**config.mk**
```make
export PLATFORM = sky130hd
export DESIGN_NAME = spa_pin_alt
export DESIGN_NICKNAME = d
export VERILOG_FILES = /design/src/shared/spa_pkg.sv /design/src/hw/spa_debounce.sv /design/src/hw/spa_pin_alt.sv
export SDC_FILE = /design/constraint.sdc
export NUM_CORES = 1
export LEC_CHECK = 0
export BUFFER_PORTS_ARGS = -buffer_cell sky130_fd_sc_hd__buf_2
export CORE_ASPECT_RATIO = 2
export CORE_MARGIN = 5
export CORE_UTILIZATION = 61
export DETAILED_ROUTE_END_ITERATION = 7
export PLACE_DENSITY = 0.85
export RECOVER_POWER = 50
export SLEW_MARGIN = 30
export SYNTH_ARGS = -nofsm -noshare
export SYNTH_HDL_FRONTEND = slang
export SYNTH_SLANG_ARGS = --single-unit
```
**constraint.sdc**
```tcl
create_clock -name CLK_SYS_I -period 7.2 [get_ports CLK_SYS_I]
set_clock_uncertainty 0.2 [all_clocks]
set_input_delay 0.72 -clock CLK_SYS_I [delete_from_list [all_inputs] [get_ports CLK_SYS_I]]
set_output_delay 0.72 -clock CLK_SYS_I [all_outputs]
set_load 0.005 [all_outputs]
```
**src/shared/spa_pkg.sv**
```systemverilog
// constants, types and decode helpers for the sequencing pin alternate-function block
package spa_pkg;

  // ----------------------------------------------------------------
  // register offsets
  // ----------------------------------------------------------------
  localparam logic [7:0] SPA_OFS_ALT_EN  = 8'h20;
  localparam logic [7:0] SPA_OFS_ALT_SEL = 8'h21;
  localparam logic [7:0] SPA_OFS_DRV_HI  = 8'h22;
  localparam logic [7:0] SPA_OFS_DRV_LO  = 8'h23;
  localparam logic [7:0] SPA_OFS_OSC     = 8'h24;
  localparam logic [7:0] SPA_OFS_GPO     = 8'h25;
  localparam logic [7:0] SPA_OFS_DEB     = 8'h26;
  localparam logic [7:0] SPA_OFS_LP      = 8'h27;

  // ----------------------------------------------------------------
  // implemented-bit masks, reset values and field positions
  // ----------------------------------------------------------------
  localparam logic [7:0] SPA_MASK_ALT_EN  = 8'h0F;
  localparam logic [7:0] SPA_MASK_ALT_SEL = 8'h0E;
  localparam logic [7:0] SPA_MASK_DRV_HI  = 8'h0F;
  localparam logic [7:0] SPA_MASK_DRV_LO  = 8'hFF;
  localparam logic [7:0] SPA_MASK_OSC     = 8'hD0;
  localparam logic [7:0] SPA_MASK_GPO     = 8'hFF;
  localparam logic [7:0] SPA_MASK_DEB     = 8'hFE;
  localparam logic [7:0] SPA_MASK_LP      = 8'hFF;
  localparam logic [7:0] SPA_REG_RESET    = 8'h00;

  localparam int SPA_OSC_LOAD_BIT  = 7;
  localparam int SPA_OSC_XTAL_BIT  = 6;
  localparam int SPA_OSC_CLKPP_BIT = 4;
  localparam int SPA_DEB_TIME_LSB  = 4;
  localparam int SPA_DEB_EN_LSB    = 1;
  localparam int SPA_PIN12         = 3;
  localparam int SPA_PIN11         = 2;
  localparam int SPA_PIN10         = 1;

  // ----------------------------------------------------------------
  // timing
  // ----------------------------------------------------------------
  localparam int         SPA_CLK_PERIOD_NS = 20;
  localparam int         SPA_MS_NS         = 1000000;
  localparam int         SPA_MS_CYCLES     = SPA_MS_NS / SPA_CLK_PERIOD_NS;
  localparam logic [6:0] SPA_DEB_STEP_MS   = 7'h05;
  localparam logic [6:0] SPA_LP_STEP_MS    = 7'h64;

  // ----------------------------------------------------------------
  // types
  // ----------------------------------------------------------------
  typedef struct packed {
    logic       wr;
    logic [7:0] addr;
    logic [7:0] data;
  } spa_wr_t;

  typedef enum logic [0:0] {
    SPA_RELEASED = 1'b0,
    SPA_PRESSED  = 1'b1
  } spa_press_t;

  // implemented bits of each register; unmapped addresses give zero
  function automatic logic [7:0] spa_reg_mask(input logic [7:0] addr);
    case (addr)
      SPA_OFS_ALT_EN:  spa_reg_mask = SPA_MASK_ALT_EN;
      SPA_OFS_ALT_SEL: spa_reg_mask = SPA_MASK_ALT_SEL;
      SPA_OFS_DRV_HI:  spa_reg_mask = SPA_MASK_DRV_HI;
      SPA_OFS_DRV_LO:  spa_reg_mask = SPA_MASK_DRV_LO;
      SPA_OFS_OSC:     spa_reg_mask = SPA_MASK_OSC;
      SPA_OFS_GPO:     spa_reg_mask = SPA_MASK_GPO;
      SPA_OFS_DEB:     spa_reg_mask = SPA_MASK_DEB;
      SPA_OFS_LP:      spa_reg_mask = SPA_MASK_LP;
      default:         spa_reg_mask = 8'h00;
    endcase
  endfunction

  // registers frozen once the non-volatile load has finished
  function automatic logic spa_is_cfg(input logic [7:0] addr);
    spa_is_cfg = (addr >= SPA_OFS_ALT_EN) && (addr <= SPA_OFS_OSC);
  endfunction

endpackage

```
**src/hw/spa_debounce.sv**
```systemverilog
// debounce filter for one active-low alternate-function input
`timescale 1ns/10ps
module spa_debounce (
  input  wire logic       clk_i,     // system clock
  input  wire logic       arst_n_i,  // async reset, active low
  input  wire logic       tick_ms_i, // one-cycle pulse each millisecond
  input  wire logic       enable_i,  // filter on
  input  wire logic [6:0] limit_i,   // stable time in milliseconds
  input  wire logic       raw_i,     // raw pin level
  output logic            filt_o     // filtered level
);
  logic [6:0] stable_ms;

  // ----------------------------------------------------------------
  // filter
  // ----------------------------------------------------------------
  // idle level is high so a released button never looks pressed after reset
  always_ff @(posedge clk_i or negedge arst_n_i)
  begin
    if (!arst_n_i)
    begin
      filt_o    <= 1'b1;
      stable_ms <= 7'h00;
    end
    else if (!enable_i || raw_i == filt_o)
    begin
      filt_o    <= raw_i;
      stable_ms <= 7'h00;
    end
    else if (tick_ms_i)
    begin
      // partial first millisecond is accepted: jitter below one tick
      if (stable_ms + 7'h01 >= limit_i)
      begin
        filt_o    <= raw_i;
        stable_ms <= 7'h00;
      end
      else
        stable_ms <= stable_ms + 7'h01;
    end
  end

endmodule // spa_debounce

```
**src/hw/spa_pin_alt.sv**
```systemverilog
// sequencing pin alternate-function configuration, gating and button timing
//
// Behaviour
// - alt enable bits 3..0 map pins 12..9
// - alt enable ignored while sequencing fields nonzero
// - pin 12 select: output or power button
// - pin 11 select: output or reset input
// - pin 10 select: output or emergency powerdown
// - pin 9 select bit reads zero always
// - config registers frozen after non-volatile load
// - upper driver bits pick push-pull pins 12..9
// - lower driver bits pick push-pull pins 8..1
// - oscillator bit 7 selects crystal load
// - oscillator bit 6 enables crystal driver
// - oscillator bit 4 sets clock output push-pull
// - output bits 3..0 drive pins when unsequenced
// - output bits 7..4 drive outputs 4..1
// - output, debounce, threshold writable unless protected
// - debounce time is five ms per step
// - per-pin debounce enables for pins 12..10
// - long press threshold in 100 ms steps
`timescale 1ns/10ps
module spa_pin_alt #(
  parameter int MS_CYCLES = spa_pkg::SPA_MS_CYCLES      // clocks per millisecond
) (
  input  wire logic             CLK_SYS_I,         // 50 MHz system clock
  input  wire logic             ARST_N_I,          // async reset, active low
  input  wire spa_pkg::spa_wr_t REG_WR_I,          // software register write
  input  wire logic [7:0]       REG_RD_ADDR_I,     // software read address
  input  wire spa_pkg::spa_wr_t NVM_WR_I,          // non-volatile load write
  input  wire logic             NVM_DONE_I,        // load finished, level
  input  wire logic             CTL_PROTECT_I,     // control group protected
  input  wire logic [3:0]       SEQ_LOCK_I,        // pins 12..9 have sequencing slots
  input  wire logic [7:0]       PWR_EN_I,          // power enables, output bit order
  input  wire logic [7:0]       SLP_EN_I,          // sleep enables, output bit order
  input  wire logic [2:0]       PIN_RAW_N_I,       // raw levels of pins 12..10
  output logic [7:0]            REG_RDATA_O,       // read data, one cycle after address
  output logic [3:0]            ALT_ACTIVE_O,      // pins 12..9 in alternate role
  output logic                  PWR_BTN_MODE_O,    // pin 12 is power button input
  output logic                  EXT_RST_MODE_O,    // pin 11 is reset input
  output logic                  EMER_PD_MODE_O,    // pin 10 is emergency input
  output logic [7:0]            GPO_LEVEL_O,       // general output levels
  output logic [7:0]            GPO_ACTIVE_O,      // general output bit applies
  output logic [11:0]           PIN_PUSH_PULL_O,   // pins 12..1, 1 = push-pull
  output logic                  CRYSTAL_LOAD_O,    // 1 = internal load caps
  output logic                  CRYSTAL_EN_O,      // crystal driver on
  output logic                  CLKOUT_PP_O,       // slow clock output push-pull
  output logic                  POWER_BUTTON_N_O,  // filtered power button
  output logic                  EXT_RESET_N_O,     // filtered reset input
  output logic                  EMER_PD_N_O,       // filtered emergency input
  output logic                  SHORT_PRESS_O,     // one-cycle short press pulse
  output logic                  LONG_PRESS_O       // one-cycle long press pulse
);
  import spa_pkg::*;

  logic [7:0]  alt_enable, alt_select, drv_upper, drv_lower;
  logic [7:0]  osc_cfg, gpo_levels, deb_cfg, lp_thresh;
  logic        wr_go;
  logic [7:0]  wr_addr, wr_data;
  logic [15:0] ms_cnt;
  logic        tick_ms;
  logic [6:0]  deb_limit;
  logic [2:0]  pin_in_n;
  logic        btn_filt, btn_filt_d;
  spa_press_t  press_state, next_press_state;
  logic [6:0]  press_ms;
  logic [8:0]  press_units;
  logic [3:0]  alt_eff;

  // ----------------------------------------------------------------
  // write source selection
  // ----------------------------------------------------------------
  // until it finishes, a loader write takes priority over any register write; a software write in the
  // same cycle is dropped rather than queued, which keeps the load exact
  always_comb
  begin
    wr_go   = 1'b0;
    wr_addr = NVM_WR_I.addr;
    wr_data = NVM_WR_I.data;
    if (NVM_WR_I.wr && !NVM_DONE_I)
      wr_go = 1'b1;
    else if (REG_WR_I.wr)
    begin
      wr_addr = REG_WR_I.addr;
      wr_data = REG_WR_I.data;
      if (spa_is_cfg(REG_WR_I.addr))
        wr_go = !NVM_DONE_I;
      else
        wr_go = !CTL_PROTECT_I;
    end
  end

  // ----------------------------------------------------------------
  // register bank
  // ----------------------------------------------------------------
  always_ff @(posedge CLK_SYS_I or negedge ARST_N_I)
  begin
    if (!ARST_N_I)
    begin
      alt_enable <= SPA_REG_RESET;
      alt_select <= SPA_REG_RESET;
      drv_upper  <= SPA_REG_RESET;
      drv_lower  <= SPA_REG_RESET;
      osc_cfg    <= SPA_REG_RESET;
      gpo_levels <= SPA_REG_RESET;
      deb_cfg    <= SPA_REG_RESET;
      lp_thresh  <= SPA_REG_RESET;
    end
    else if (wr_go)
    begin
      // masking drops reserved bits and pins select bit 0 at zero
      case (wr_addr)
        SPA_OFS_ALT_EN:  alt_enable <= wr_data & spa_reg_mask(wr_addr);
        SPA_OFS_ALT_SEL: alt_select <= wr_data & spa_reg_mask(wr_addr);
        SPA_OFS_DRV_HI:  drv_upper  <= wr_data & spa_reg_mask(wr_addr);
        SPA_OFS_DRV_LO:  drv_lower  <= wr_data & spa_reg_mask(wr_addr);
        SPA_OFS_OSC:     osc_cfg    <= wr_data & spa_reg_mask(wr_addr);
        SPA_OFS_GPO:     gpo_levels <= wr_data & spa_reg_mask(wr_addr);
        SPA_OFS_DEB:     deb_cfg    <= wr_data & spa_reg_mask(wr_addr);
        SPA_OFS_LP:      lp_thresh  <= wr_data & spa_reg_mask(wr_addr);
        default:         ;
      endcase
    end
  end

  // ----------------------------------------------------------------
  // read path
  // ----------------------------------------------------------------
  always_ff @(posedge CLK_SYS_I or negedge ARST_N_I)
  begin
    if (!ARST_N_I)
      REG_RDATA_O <= 8'h00;
    else
      case (REG_RD_ADDR_I)
        SPA_OFS_ALT_EN:  REG_RDATA_O <= alt_enable;
        SPA_OFS_ALT_SEL: REG_RDATA_O <= alt_select;
        SPA_OFS_DRV_HI:  REG_RDATA_O <= drv_upper;
        SPA_OFS_DRV_LO:  REG_RDATA_O <= drv_lower;
        SPA_OFS_OSC:     REG_RDATA_O <= osc_cfg;
        SPA_OFS_GPO:     REG_RDATA_O <= gpo_levels;
        SPA_OFS_DEB:     REG_RDATA_O <= deb_cfg;
        SPA_OFS_LP:      REG_RDATA_O <= lp_thresh;
        default:         REG_RDATA_O <= 8'h00;
      endcase
  end

  // ----------------------------------------------------------------
  // pin role decode
  // ----------------------------------------------------------------
  // a stored enable stays readable but has no effect while sequencing owns the pin
  assign alt_eff = alt_enable[3:0] & ~SEQ_LOCK_I;

  always_ff @(posedge CLK_SYS_I or negedge ARST_N_I)
  begin
    if (!ARST_N_I)
    begin
      ALT_ACTIVE_O    <= 4'h0;
      PWR_BTN_MODE_O  <= 1'b0;
      EXT_RST_MODE_O  <= 1'b0;
      EMER_PD_MODE_O  <= 1'b0;
      PIN_PUSH_PULL_O <= 12'h000;
      CRYSTAL_LOAD_O  <= 1'b0;
      CRYSTAL_EN_O    <= 1'b0;
      CLKOUT_PP_O     <= 1'b0;
    end
    else
    begin
      ALT_ACTIVE_O    <= alt_eff;
      PWR_BTN_MODE_O  <= alt_eff[SPA_PIN12] & alt_select[SPA_PIN12];
      EXT_RST_MODE_O  <= alt_eff[SPA_PIN11] & alt_select[SPA_PIN11];
      EMER_PD_MODE_O  <= alt_eff[SPA_PIN10] & alt_select[SPA_PIN10];
      PIN_PUSH_PULL_O <= {drv_upper[3:0], drv_lower};
      CRYSTAL_LOAD_O  <= osc_cfg[SPA_OSC_LOAD_BIT];
      CRYSTAL_EN_O    <= osc_cfg[SPA_OSC_XTAL_BIT];
      CLKOUT_PP_O     <= osc_cfg[SPA_OSC_CLKPP_BIT];
    end
  end

  // ----------------------------------------------------------------
  // general outputs
  // ----------------------------------------------------------------
  always_ff @(posedge CLK_SYS_I or negedge ARST_N_I)
  begin
    if (!ARST_N_I)
    begin
      GPO_LEVEL_O  <= 8'h00;
      GPO_ACTIVE_O <= 8'h00;
    end
    else
    begin
      GPO_LEVEL_O       <= gpo_levels;
      GPO_ACTIVE_O <= ~PWR_EN_I & ~SLP_EN_I;
    end
  end

  // ----------------------------------------------------------------
  // millisecond tick and input filters
  // ----------------------------------------------------------------
  assign tick_ms = (ms_cnt == 16'(MS_CYCLES - 1));
  always_ff @(posedge CLK_SYS_I or negedge ARST_N_I)
  begin
    if (!ARST_N_I)
      ms_cnt <= 16'h0000;
    else if (tick_ms)
      ms_cnt <= 16'h0000;
    else
      ms_cnt <= ms_cnt + 16'h0001;
  end

  assign deb_limit = 7'(SPA_DEB_STEP_MS * ({3'b000, deb_cfg[7:4]} + 7'h01));
  // pins not in input role look released so no stray press is seen
  assign pin_in_n  = {PIN_RAW_N_I[2] | ~PWR_BTN_MODE_O,
                      PIN_RAW_N_I[1] | ~EXT_RST_MODE_O,
                      PIN_RAW_N_I[0] | ~EMER_PD_MODE_O};

  spa_debounce u_deb_btn (
    .clk_i (CLK_SYS_I), .arst_n_i (ARST_N_I), .tick_ms_i (tick_ms), .limit_i (deb_limit),
    .enable_i (deb_cfg[SPA_DEB_EN_LSB + 2]), .raw_i (pin_in_n[2]), .filt_o (btn_filt)
  );

  spa_debounce u_deb_rst (
    .clk_i (CLK_SYS_I), .arst_n_i (ARST_N_I), .tick_ms_i (tick_ms), .limit_i (deb_limit),
    .enable_i (deb_cfg[SPA_DEB_EN_LSB + 1]), .raw_i (pin_in_n[1]), .filt_o (EXT_RESET_N_O)
  );

  spa_debounce u_deb_empd (
    .clk_i (CLK_SYS_I), .arst_n_i (ARST_N_I), .tick_ms_i (tick_ms), .limit_i (deb_limit),
    .enable_i (deb_cfg[SPA_DEB_EN_LSB]), .raw_i (pin_in_n[0]), .filt_o (EMER_PD_N_O)
  );

  assign POWER_BUTTON_N_O = btn_filt;

  // ----------------------------------------------------------------
  // press classification
  // ----------------------------------------------------------------
  always_comb
  begin
    next_press_state = press_state;
    case (press_state)
      SPA_RELEASED: if (btn_filt_d && !btn_filt) next_press_state = SPA_PRESSED;
      SPA_PRESSED:  if (btn_filt) next_press_state = SPA_RELEASED;
      default:      next_press_state = SPA_RELEASED;
    endcase
  end

  always_ff @(posedge CLK_SYS_I or negedge ARST_N_I)
  begin
    if (!ARST_N_I)
    begin
      press_state <= SPA_RELEASED;
      btn_filt_d  <= 1'b1;
    end
    else
    begin
      press_state <= next_press_state;
      btn_filt_d  <= btn_filt;
    end
  end

  // duration counted in 100 ms units, saturating well above the largest threshold
  always_ff @(posedge CLK_SYS_I or negedge ARST_N_I)
  begin
    if (!ARST_N_I)
    begin
      press_ms    <= 7'h00;
      press_units <= 9'h000;
    end
    else if (press_state == SPA_RELEASED)
    begin
      press_ms    <= 7'h00;
      press_units <= 9'h000;
    end
    else if (tick_ms)
    begin
      if (press_ms == SPA_LP_STEP_MS - 7'h01)
      begin
        press_ms <= 7'h00;
        if (press_units != 9'h1FF)
          press_units <= press_units + 9'h001;
      end
      else
        press_ms <= press_ms + 7'h01;
    end
  end

  always_ff @(posedge CLK_SYS_I or negedge ARST_N_I)
  begin
    if (!ARST_N_I)
    begin
      SHORT_PRESS_O <= 1'b0;
      LONG_PRESS_O  <= 1'b0;
    end
    else
    begin
      SHORT_PRESS_O <= 1'b0;
      LONG_PRESS_O  <= 1'b0;
      if (press_state == SPA_PRESSED && btn_filt && PWR_BTN_MODE_O)
      begin
        if (press_units >= {1'b0, lp_thresh} + 9'h001)
          LONG_PRESS_O <= 1'b1;
        else
          SHORT_PRESS_O <= 1'b1;
      end
    end
  end
endmodule // spa_pin_alt

```
# --- Word level (Yosys, flattened, before mapping) ---
# Cells that the tools add are included.
totals:
  word_cells: 184
  register_bits: 170
  in_bits: 69
  output_inout_bits: 51
op_classes:
  mul: 1
  muxes: 57
  order_cmp: 6
  reduce_logical: 32
  bitwise: 23
  n_eq_ne: 25
  n_addsub: 8
ops:
  columns: ["operator", "count"]
  rows:
  - ["8-bit two-way mux", 20]
  - ["8-bit by 6-bit == test with 1-bit output, second input constant", 16]
  - ["7-bit two-way mux", 12]
  - ["8-bit bitwise AND", 9]
  - ["8-bit case mux with 8 select lines", 1]
  - ["9-bit two-way mux", 4]
  - ["7-bit by 1-bit adder with 7-bit output, second input constant", 4]
  - ["2-bit AND reduction", 11]
  - ["7-bit >= comparator", 3]
  - ["1-bit two-way mux", 18]
  - ["16-bit by 1-bit adder with 16-bit output, second input constant", 1]
  - ["16-bit == test, second input constant", 1]
  - ["16-bit two-way mux", 1]
  - ["8-bit inverter", 2]
  - ["2-bit nonzero test", 6]
  - ["8-bit by 1-bit adder with 9-bit output, second input constant", 1]
  - ["9-bit by 1-bit adder with 9-bit output, second input constant", 1]
  - ["9-bit >= comparator", 1]
  - ["9-bit inequality test, second input constant", 1]
  - ["8-bit by 6-bit >= comparator with 1-bit output, second input constant", 1]
  - ["8-bit by 6-bit <= comparator with 1-bit output, second input constant", 1]
  - ["7-bit == test, second input constant", 1]
  - ["3-bit by 5-bit multiplier with 7-bit output, first input constant", 1]
  - ["1-bit zero test", 6]
  - ["other kinds (13)", 29]

# --- Longest topological paths before layout ---
# Gate-level depths: netlist of the first run.
depth:
  word_depth: 7
  depth_mapped: 12
  mapped_depth_nobuf: 12

# --- By module ---
# From an unflattened synthesis of the first run, not the netlist that was laid out.
hier_totals:
  hier_cells: 660
  area_unflattened_um2: 7678.6
by_module_without_submodules:
  columns: ["module", "n_inst", "cells_per_inst", "area_each_um2"]
  rows:
  - ["spa_pin_alt", 1, 465, 5873.1]
  - ["spa_debounce", 3, 65, 601.8]

# --- Worst setup path after synthesis of the first run ---
# Ideal clock, no wire load.
synth_path:
  path_type: "register -> register"
  startpoint: "register deb_cfg[4]"
  endpoint: "register u_deb_empd.filt_o"
  path_buffers: 0
  path_stages_with_launch: 12
  t_required_ns: 6.915
  setup_ns: 0.085
  path_slack_ns: 4.008
  synth_period_minus_slack_ns: 3.192
  arrival_ns: 2.908
  cell_sequence: "dfrtp_1 > ha_1 > ha_1 > ha_1 > fa_1 > inv_1 > ha_1 > o21ai_0 > a21oi_1 > o311ai_4 > a21oi_1 > mux2_1"
synth_via:
  elab_chain_cells: 5
synth_rtl:
  columns: ["item", "line", "text"]
  rows:
  - ["from (decl)", "spa_pin_alt.sv:57", "logic [7:0] osc_cfg, gpo_levels, deb_cfg, lp_thresh;"]
  - ["from (signal assigned)", "spa_pin_alt.sv:119", "SPA_OFS_DEB: deb_cfg <= wr_data & spa_reg_mask(wr_addr);"]
  - ["4-bit by 1-bit adder with 5-bit output", "spa_pin_alt.sv:210", "assign deb_limit = 7'(SPA_DEB_STEP_MS * ({3'b000, deb_cfg[7:4]} + 7'h01));"]
  - ["3-bit by 5-bit multiplier with 7-bit output", "spa_pin_alt.sv:210", null]
  - ["7-bit >= comparator", "spa_debounce.sv:33", "if (stable_ms + 7'h01 >= limit_i)"]
  - ["2-bit nonzero test (no line)", null, null]
  - ["2-bit AND reduction (no line)", null, null]
  - ["to (signal assigned)", "spa_debounce.sv:27", "filt_o <= raw_i;"]
  - ["to (signal assigned)", "spa_debounce.sv:35", "filt_o <= raw_i;"]
  - ["to (decl)", "spa_debounce.sv:10", "output logic filt_o"]
# No other way between the ends.
# A chain may end at the register's enable or synchronous reset.

# --- Final worst setup path of the first run ---
layout_path:
  startpoint: "register deb_cfg[6]"
  endpoint: "register u_deb_btn.filt_o"
layout_via:
  elab_chain_cells: 5
layout_rtl:
  columns: ["item", "line"]
  rows:
  - ["4-bit by 1-bit adder with 5-bit output", "spa_pin_alt.sv:210"]
  - ["3-bit by 5-bit multiplier with 7-bit output", "spa_pin_alt.sv:210"]
  - ["7-bit >= comparator", "spa_debounce.sv:33"]
  - ["2-bit nonzero test (no line)", null]
  - ["2-bit AND reduction (no line)", null]
  - ["to (signal assigned)", "spa_debounce.sv:27"]
  - ["to (signal assigned)", "spa_debounce.sv:35"]
  - ["to (decl)", "spa_debounce.sv:10"]
# No other way between the ends.

==> flow_summary_export.csv, run 1 <==
group,metric,value,unit
worst_setup_path,cp.required,7.36,ns
global_route,grt_usage,27.63,%
worst_setup_path,path_delay_family,"adder cells",
synth,syn_inst,698,
synth,synth-xor-area-share,4.824,%
worst_setup_path,critPathBufInv,1,
place,io_buffer_count,119,
sta,fin_tns_setup,0,ns
sta,finalMaxSlewViolations,0,
layout,antenna_cells,0,
worst_setup_path,path_common_cell,"ha_1",
synth,synthSimpleGateAreaFrac,17.69,%
die,fp.dieW,89.06,um
place,place_area,8348,um^2
global_route,overflow,0,
route,routedWlPerCell,19.84,um
power_and_ir_drop,power_frac_clock,46.4,%
worst_setup_path,path_class,"reg2reg",
outcome,status,"completed",
power_and_ir_drop,p_int,1.394,mW
sta,slew_headroom,27.29,%
power_and_ir_drop,swShare,27.12,%
synth,synthesis.nets,806,
route,first_pass_iters,6,
power_and_ir_drop,seq_power_share,46.4,%
die,io_pins,120,
sta,fin_crit_sh,49.71,%
route,vias,6043,
worst_setup_path,path_cells,"nand3_1 > xnor2_1 > ha_1 > ha_1 > fa_1 > inv_1 > ha_1 > o21ai_0 > a21oi_1 > o311ai_2 > a21oi_1 > mux2_2",
power_and_ir_drop,power_density,214.6,nW/um^2
clocking,cts_setup_buffers,0,
synth,synth-seq-cells,151,
worst_setup_path,path_max_fanout,6,
sta,finalCriticalPeriod,3.579,ns
global_route,grt_pass1_wl,31970,um
layout,drive_gt1_share,24.04,%
clocking,cts_tree,"built",
power_and_ir_drop,p_sw,0.5189,mW
synth,synth_top_area_share,48.24,%
power_and_ir_drop,report.power.total,1.913,mW
synth,synthesis.area,7626,um^2
synth,muxShareOfSynthArea,9.614,%
synth,dominantRegCellSynth,"dfrtp_1",
power_and_ir_drop,vdd_drop_max,0.2034,mV
global_route,grt_max_degree,83,
worst_setup_path,cp-end-kind,"flop",
synth,yosysSeqAreaShare,49.61,%
die,initial_core_util,62.53,%
layout,post-route-util,73.09,%
clocking,clk_latency,0.44,ns
worst_setup_path,critPathLaunchType,"flop",
sta,hold_viol_final,0,
power_and_ir_drop,p_comb_share,7.2,%
layout,final_cell_mix,"dfrtp_1, buf_2, nand2_1, nor2_1, mux2_2",
global_route,grt_pass1_vias,6684,
worst_setup_path,crit_slowest_cell,"fa_1",
clocking,cts_buffer_depth,2,
synth,synth.avg_cell_area,10.93,um^2
place,routabilityCongestion,0.8692,
layout,final_nets,927,
synth,synth_top_cell_by_area,"dfrtp_1",
clocking,clock-root-buffer,"clkbuf_16",
sta,rsz0062_at_grt,"no",
worst_setup_path,critical-path-max-stage-delay,0.49,ns
power_and_ir_drop,p_leak,4.295,nW
place,post-dp-hpwl,14260,um
synth,netlist-cell-type-count,68,
synth,synth_top_family_by_area,"simple AND/OR/NAND/NOR gates",
sta,tightestPinTransition,1.091,ns
worst_hold_path,hp-class,"in2async",
die,dieHeight,168.1,um
route,drtIter0Drc,401,
clocking,path_clk_slew,0.07,ns
global_route,antenna_found_initial,0,
die,rows,57,
route,finalWirelength,19420,um
route,remaining_drc_errors,0,
layout,area_growth,16.88,%
sta,finalSetupViolCount,0,
synth,synth_edf_count,0,
synth,yosys_warnings,0,
route,antenna_left,0,
synth,synth_compound_area_share,9.844,%
sta,max_freq,0.2794,GHz
job,drv_cap,0,
layout,fin_area,8914,um^2
layout,layout_commonest_cell,"dfrtp_1",
worst_setup_path,arrival,3.74,ns
clocking,cts_resized,0,
synth,synth_fa_ha_area_share,6.497,%
clocking,cts_buffers,17,
synth,async_reset_ff_share,100.0,%
route,via_per_inst,6.173,
clocking,h-tree-depth,4,
die,fp.coreArea,12200,um^2
clocking,cts.sink_count,151,
clocking,hold_buffers,0,
die,dieArea,14970,um^2
synth,synth.top_cells.by_area,"dfrtp_1, mux2_2, ha_1",
## metal layers
metal	vias up	share of wire (%)	track usage (%)
met2	255	55	48.35
met3	84	5.4	5.183
li1	2759	-	-
met1	2945	33	28.50
met4	0	6.8	19.12
met5	-	0	0
## cell usage after synthesis, types with 3 or more instances
cell type	number
mux4_2	3
dfrtp_1	147
nand4_1	17
nand2b_1	9
clkbuf_1	14
mux2i_1	8
mux2_2	48
nand2_1	77
and3_1	7
nor3b_1	4
a32o_1	13
dfstp_2	4
nor3_1	8
a21o_1	5
ha_1	38
a21oi_1	23
o21ai_0	30
xor2_1	23
nand3_1	40
nor2_1	51
or3_1	10
and2_1	9
nor2b_1	6
a311oi_1	3
inv_1	19
nor4_1	4
xnor2_1	19
mux2_1	4
buf_2	3
## flip-flops by register name (all words and copies together), names as in the netlist, 3 cells and up
register / count
ALT_ACTIVE_O: 4
GPO_ACTIVE_O: 8
GPO_LEVEL_O: 8
PIN_PUSH_PULL_O: 12
REG_RDATA_O: 8
alt_enable: 4
alt_select: 3
deb_cfg: 7
drv_lower: 8
drv_upper: 4
gpo_levels: 8
lp_thresh: 8
ms_cnt: 16
osc_cfg: 3
press_ms: 7
press_units: 9
u_deb_btn.stable_ms: 7
u_deb_empd.stable_ms: 7
u_deb_rst.stable_ms: 7
## power groups by stage
| stage | sequential, mW | combinational, mW | clock, mW |
|---|---|---|---|
| floorplan | 0.898 | 0.0684 | 0 |
| global placement | 0.902 | 0.130 | 0 |
| detailed placement | 0.903 | 0.138 | 0 |
| CTS | 0.887 | 0.139 | 0.893 |
| global route | 0.890 | 0.153 | 0.925 |
| finish | 0.888 | 0.137 | 0.888 |
## stage by stage
stage | std cells | hold WS [ns] | worst slack (ns)
global route | 979 | 0.1768 | 3.409
detailed placement | 947 | 0.1903 | 3.646
finish | 979 | 0.1090 | 3.621
floorplan | 698 | 0.1644 | 4.008
global placement | 947 | 0.1834 | 3.817
CTS | 979 | 0.1576 | 3.614
## cells by family after synthesis
family / Yosys count
and+or+nand+nor: 263
DFF: 151
AOI/OAI and AO/OA: 102
muxes: 63
xor gates and xnor gates: 42
adders and majority gates: 39
buffers and inverters: 37
other: 1
## worst paths after layout
path	cells past startpoint	to	slack (ns)	from
worst min register to register	0	PIN_PUSH_PULL_O[8]$_DFF_PN0_	0.21	drv_upper[0]$_DFFE_PN0P_
worst max-delay path	12	u_deb_btn.filt_o$_DFFE_PN1P_	3.62	deb_cfg[6]$_DFFE_PN0P_
max in group asynchronous	2	press_state$_DFF_PN0_	5.31	ARST_N_I
min in group CLK_SYS_I	0	PIN_PUSH_PULL_O[8]$_DFF_PN0_	0.21	drv_upper[0]$_DFFE_PN0P_
worst max register to register	12	u_deb_btn.filt_o$_DFFE_PN1P_	3.62	deb_cfg[6]$_DFFE_PN0P_
worst min-delay path	1	press_ms[4]$_DFFE_PN0P_	0.11	ARST_N_I
## layout make-up
type | instances | area (um^2)
well taps | 147 | 183.9
fillers | 802 | 3282
flip-flops and latches | 151 | 3784
inverters | 19 | 71.32
clock inverters | 15 | 173.9
clock buffers | 17 | 425.4
multi-input cells | 510 | 3705
repair buffers | 120 | 570.5
(Power assumes the default switching activity.)
==> inputs of run 2 (changes only) <==
--- a/config.mk
+++ b/config.mk
@@ -8,9 +8,9 @@
 export BUFFER_PORTS_ARGS = -buffer_cell sky130_fd_sc_hd__buf_2
 export CORE_ASPECT_RATIO = 2
 export CORE_MARGIN = 5
-export CORE_UTILIZATION = 61
+export CORE_UTILIZATION = 52
 export DETAILED_ROUTE_END_ITERATION = 7
-export PLACE_DENSITY = 0.85
+export PLACE_DENSITY = 0.77
 export RECOVER_POWER = 50
 export SLEW_MARGIN = 30
 export SYNTH_ARGS = -nofsm -noshare
==> constraint.sdc (replaced) <==
create_clock -name CLK_SYS_I -period 3 [get_ports CLK_SYS_I]
set_clock_uncertainty 0.2 [all_clocks]
set_input_delay 0.3 -clock CLK_SYS_I [delete_from_list [all_inputs] [get_ports CLK_SYS_I]]
set_output_delay 0.3 -clock CLK_SYS_I [all_outputs]
set_load 0.005 [all_outputs]
==> flow_summary_export.csv, run 2 (synthesized netlist as in run 1, its figures left out) <==
group,metric,value,unit
layout,antenna_cells,0,
sta,timing.hold.ws,0.05401,ns
place,placed_cells,1012,
worst_hold_path,holdPathEnd,"u_deb_empd.filt_o$_DFFE_PN1P_",
die,io_pins,120,
sta,setup_slack,-0.2182,ns
power_and_ir_drop,swShare,24.11,%
worst_setup_path,crit_slowest_cell,"fa_1",
global_route,grt_max_degree,71,
place,post-dp-hpwl,14620,um
power_and_ir_drop,power_density,478.6,nW/um^2
worst_setup_path,arrival,3.32,ns
worst_setup_path,path_cells,"buf_6 > ha_4 > xor2_2 > ha_2 > ha_4 > fa_1 > inv_2 > ha_4 > o21ai_2 > a21oi_2 > o311ai_2 > buf_4 > a31o_1 > a32o_1",
sta,slew_headroom,10.36,%
sta,fin_tns_setup,-3.457,ns
route,finalWirelength,20370,um
sta,finalMaxSlewViolations,0,
sta,hold_viol_final,0,
global_route,grt_usage,24.34,%
power_and_ir_drop,power_frac_clock,44.6,%
layout,largestRegisters,"ms_cnt: 16 flops, PIN_PUSH_PULL_O: 12 flops, press_units: 9 flops",
power_and_ir_drop,seq_power_share,46.5,%
power_and_ir_drop,p_int,3.478,mW
power_and_ir_drop,p_leak,4.538,nW
worst_setup_path,path_max_fanout,6,
clocking,cts_buffer_depth,2,
route,via_per_inst,5.738,
power_and_ir_drop,vdd_drop_max,0.3784,mV
worst_hold_path,worstHoldStart,"PIN_RAW_N_I[0]",
worst_setup_path,r2r_end,"u_deb_rst.stable_ms[2]$_DFFE_PN0P_",
route,antenna_left,0,
global_route,overflow,0,
worst_setup_path,path_common_cell,"ha_4",
clocking,clock-root-buffer,"clkbuf_16",
worst_setup_path,timing.rr.start,"deb_cfg[4]$_DFFE_PN0P_",
layout,regMostFlops,"ms_cnt",
clocking,h-tree-depth,4,
route,remaining_drc_errors,0,
layout,drive_gt1_share,28.75,%
sta,fin_crit_sh,107.3,%
layout,layout_commonest_cell,"dfrtp_1",
layout,multi_input_area,3909,um^2
worst_setup_path,cp-end-kind,"flop",
route,vias,6151,
clocking,path_clk_slew,0.06,ns
worst_hold_path,hp-class,"in2reg",
sta,finalSetupViolCount,24,
worst_setup_path,critical-path-max-stage-delay,0.52,ns
job,drv_cap,0,
clocking,cts.sink_count,151,
die,dieArea,17330,um^2
layout,area_growth,25.58,%
layout,seq_area,3785,um^2
layout,largest_reg_flops,16,
sta,rsz0062_at_grt,"yes",
layout,fin_area,9577,um^2
place,pre_cts_slack,-0.2407,ns
worst_setup_path,cp.required,3.11,ns
clocking,clk_latency,0.43,ns
sta,tightestPinTransition,1.345,ns
worst_setup_path,rr_worst_depth,14,
place,io_buffer_count,119,
place,routabilityCongestion,0.8859,
worst_hold_path,min_delay_path_depth,3,
global_route,grt_pass1_vias,6590,
power_and_ir_drop,p_comb_share,8.9,%
worst_setup_path,reg2reg_slack,-0.22,ns
place,place_area,8598,um^2
sta,finalCriticalPeriod,3.218,ns
route,routedWlPerCell,19.00,um
die,fp.dieW,95.63,um
layout,post-route-util,66.37,%
clocking,cts_tree,"built",
power_and_ir_drop,report.power.total,4.583,mW
route,drtIter0Drc,259,
die,rows,62,
clocking,cts_buffers,17,
layout,final_cell_mix,"dfrtp_1, buf_2, nand2_1, nor2_1, mux2_2",
global_route,grt_pass1_wl,32230,um
global_route,antenna_found_initial,0,
worst_setup_path,critPathLaunchType,"flop",
die,fp.coreArea,14430,um^2
outcome,violations,"setup timing",
layout,final_nets,976,
die,dieHeight,181.3,um
layout,num-fill-cells,1108,
outcome,status,"complete, but fails checks",
route,first_pass_iters,4,
layout,finalNonFillerCells,1072,
power_and_ir_drop,p_sw,1.105,mW
worst_setup_path,path_class,"reg2reg",
die,initial_core_util,52.85,%
sta,max_freq,0.3107,GHz
## run 2: how the worst max path moves through the flow
stage | start | to | slack, ns | cells after the start
floorplan | deb_cfg[5]$_DFFE_PN0P_ | u_deb_btn.filt_o$_DFFE_PN1P_ | -0.08 | 11
global placement | deb_cfg[5]$_DFFE_PN0P_ | u_deb_rst.stable_ms[2]$_DFFE_PN0P_ | -0.15 | 12
detailed placement | deb_cfg[5]$_DFFE_PN0P_ | u_deb_rst.stable_ms[2]$_DFFE_PN0P_ | -0.24 | 12
CTS | deb_cfg[4]$_DFFE_PN0P_ | u_deb_rst.stable_ms[2]$_DFFE_PN0P_ | -0.19 | 14
global route | deb_cfg[4]$_DFFE_PN0P_ | u_deb_btn.filt_o$_DFFE_PN1P_ | -0.30 | 13
finish | deb_cfg[4]$_DFFE_PN0P_ | u_deb_rst.stable_ms[2]$_DFFE_PN0P_ | -0.22 | 14
## run 2: worst max-delay path, delay by kind of cell, from the launching register on
family | cells | cell delay, ns
fa+ha+maj | 5 | 1.33
buf+inv | 3 | 0.40
xor+xnor | 1 | 0.15
compound gates | 5 | 0.64
flops | 1 | 0.40
## run 2: routing by layer
| layer | track usage (%) | wire (um) | vias to the layer above |
|---|---|---|---|
| li1 | - | - | 2846 |
| met1 | 24.42 | 6970 | 3017 |
| met2 | 44.45 | 11420 | 213 |
| met3 | 5.079 | 891 | 75 |
| met4 | 13.97 | 1086 | 0 |
| met5 | 0 | 0 | - |
## run 2: power groups by stage
stage / sequential (mW) / clock (mW) / combinational, mW
final: 2.13 / 2.04 / 0.408
after global routing: 2.14 / 2.16 / 0.452
after CTS: 2.13 / 2.07 / 0.393
after detailed placement: 2.17 / 0 / 0.356
after global placement: 2.16 / 0 / 0.346
after floorplan: 2.16 / 0 / 0.169
## run 2: final cells by class
class                      instances  area share, %
multi-input combinational        510          40.82
sequential                       151          39.52
timing repair buffer             169          10.49
clock buffer                      21          4.912
tap                              192          2.508
clock inverter                    10          1.006
inverter                          19         0.7447
## run 2: what timing repair did
item,4_1_cts,5_1_grt
endpoints found under the setup margin,24,24
setup buffers,5,2
hold endpoints to repair,63,0
resized for setup,21,21
pin swaps,12,18
hold buffers,22,0
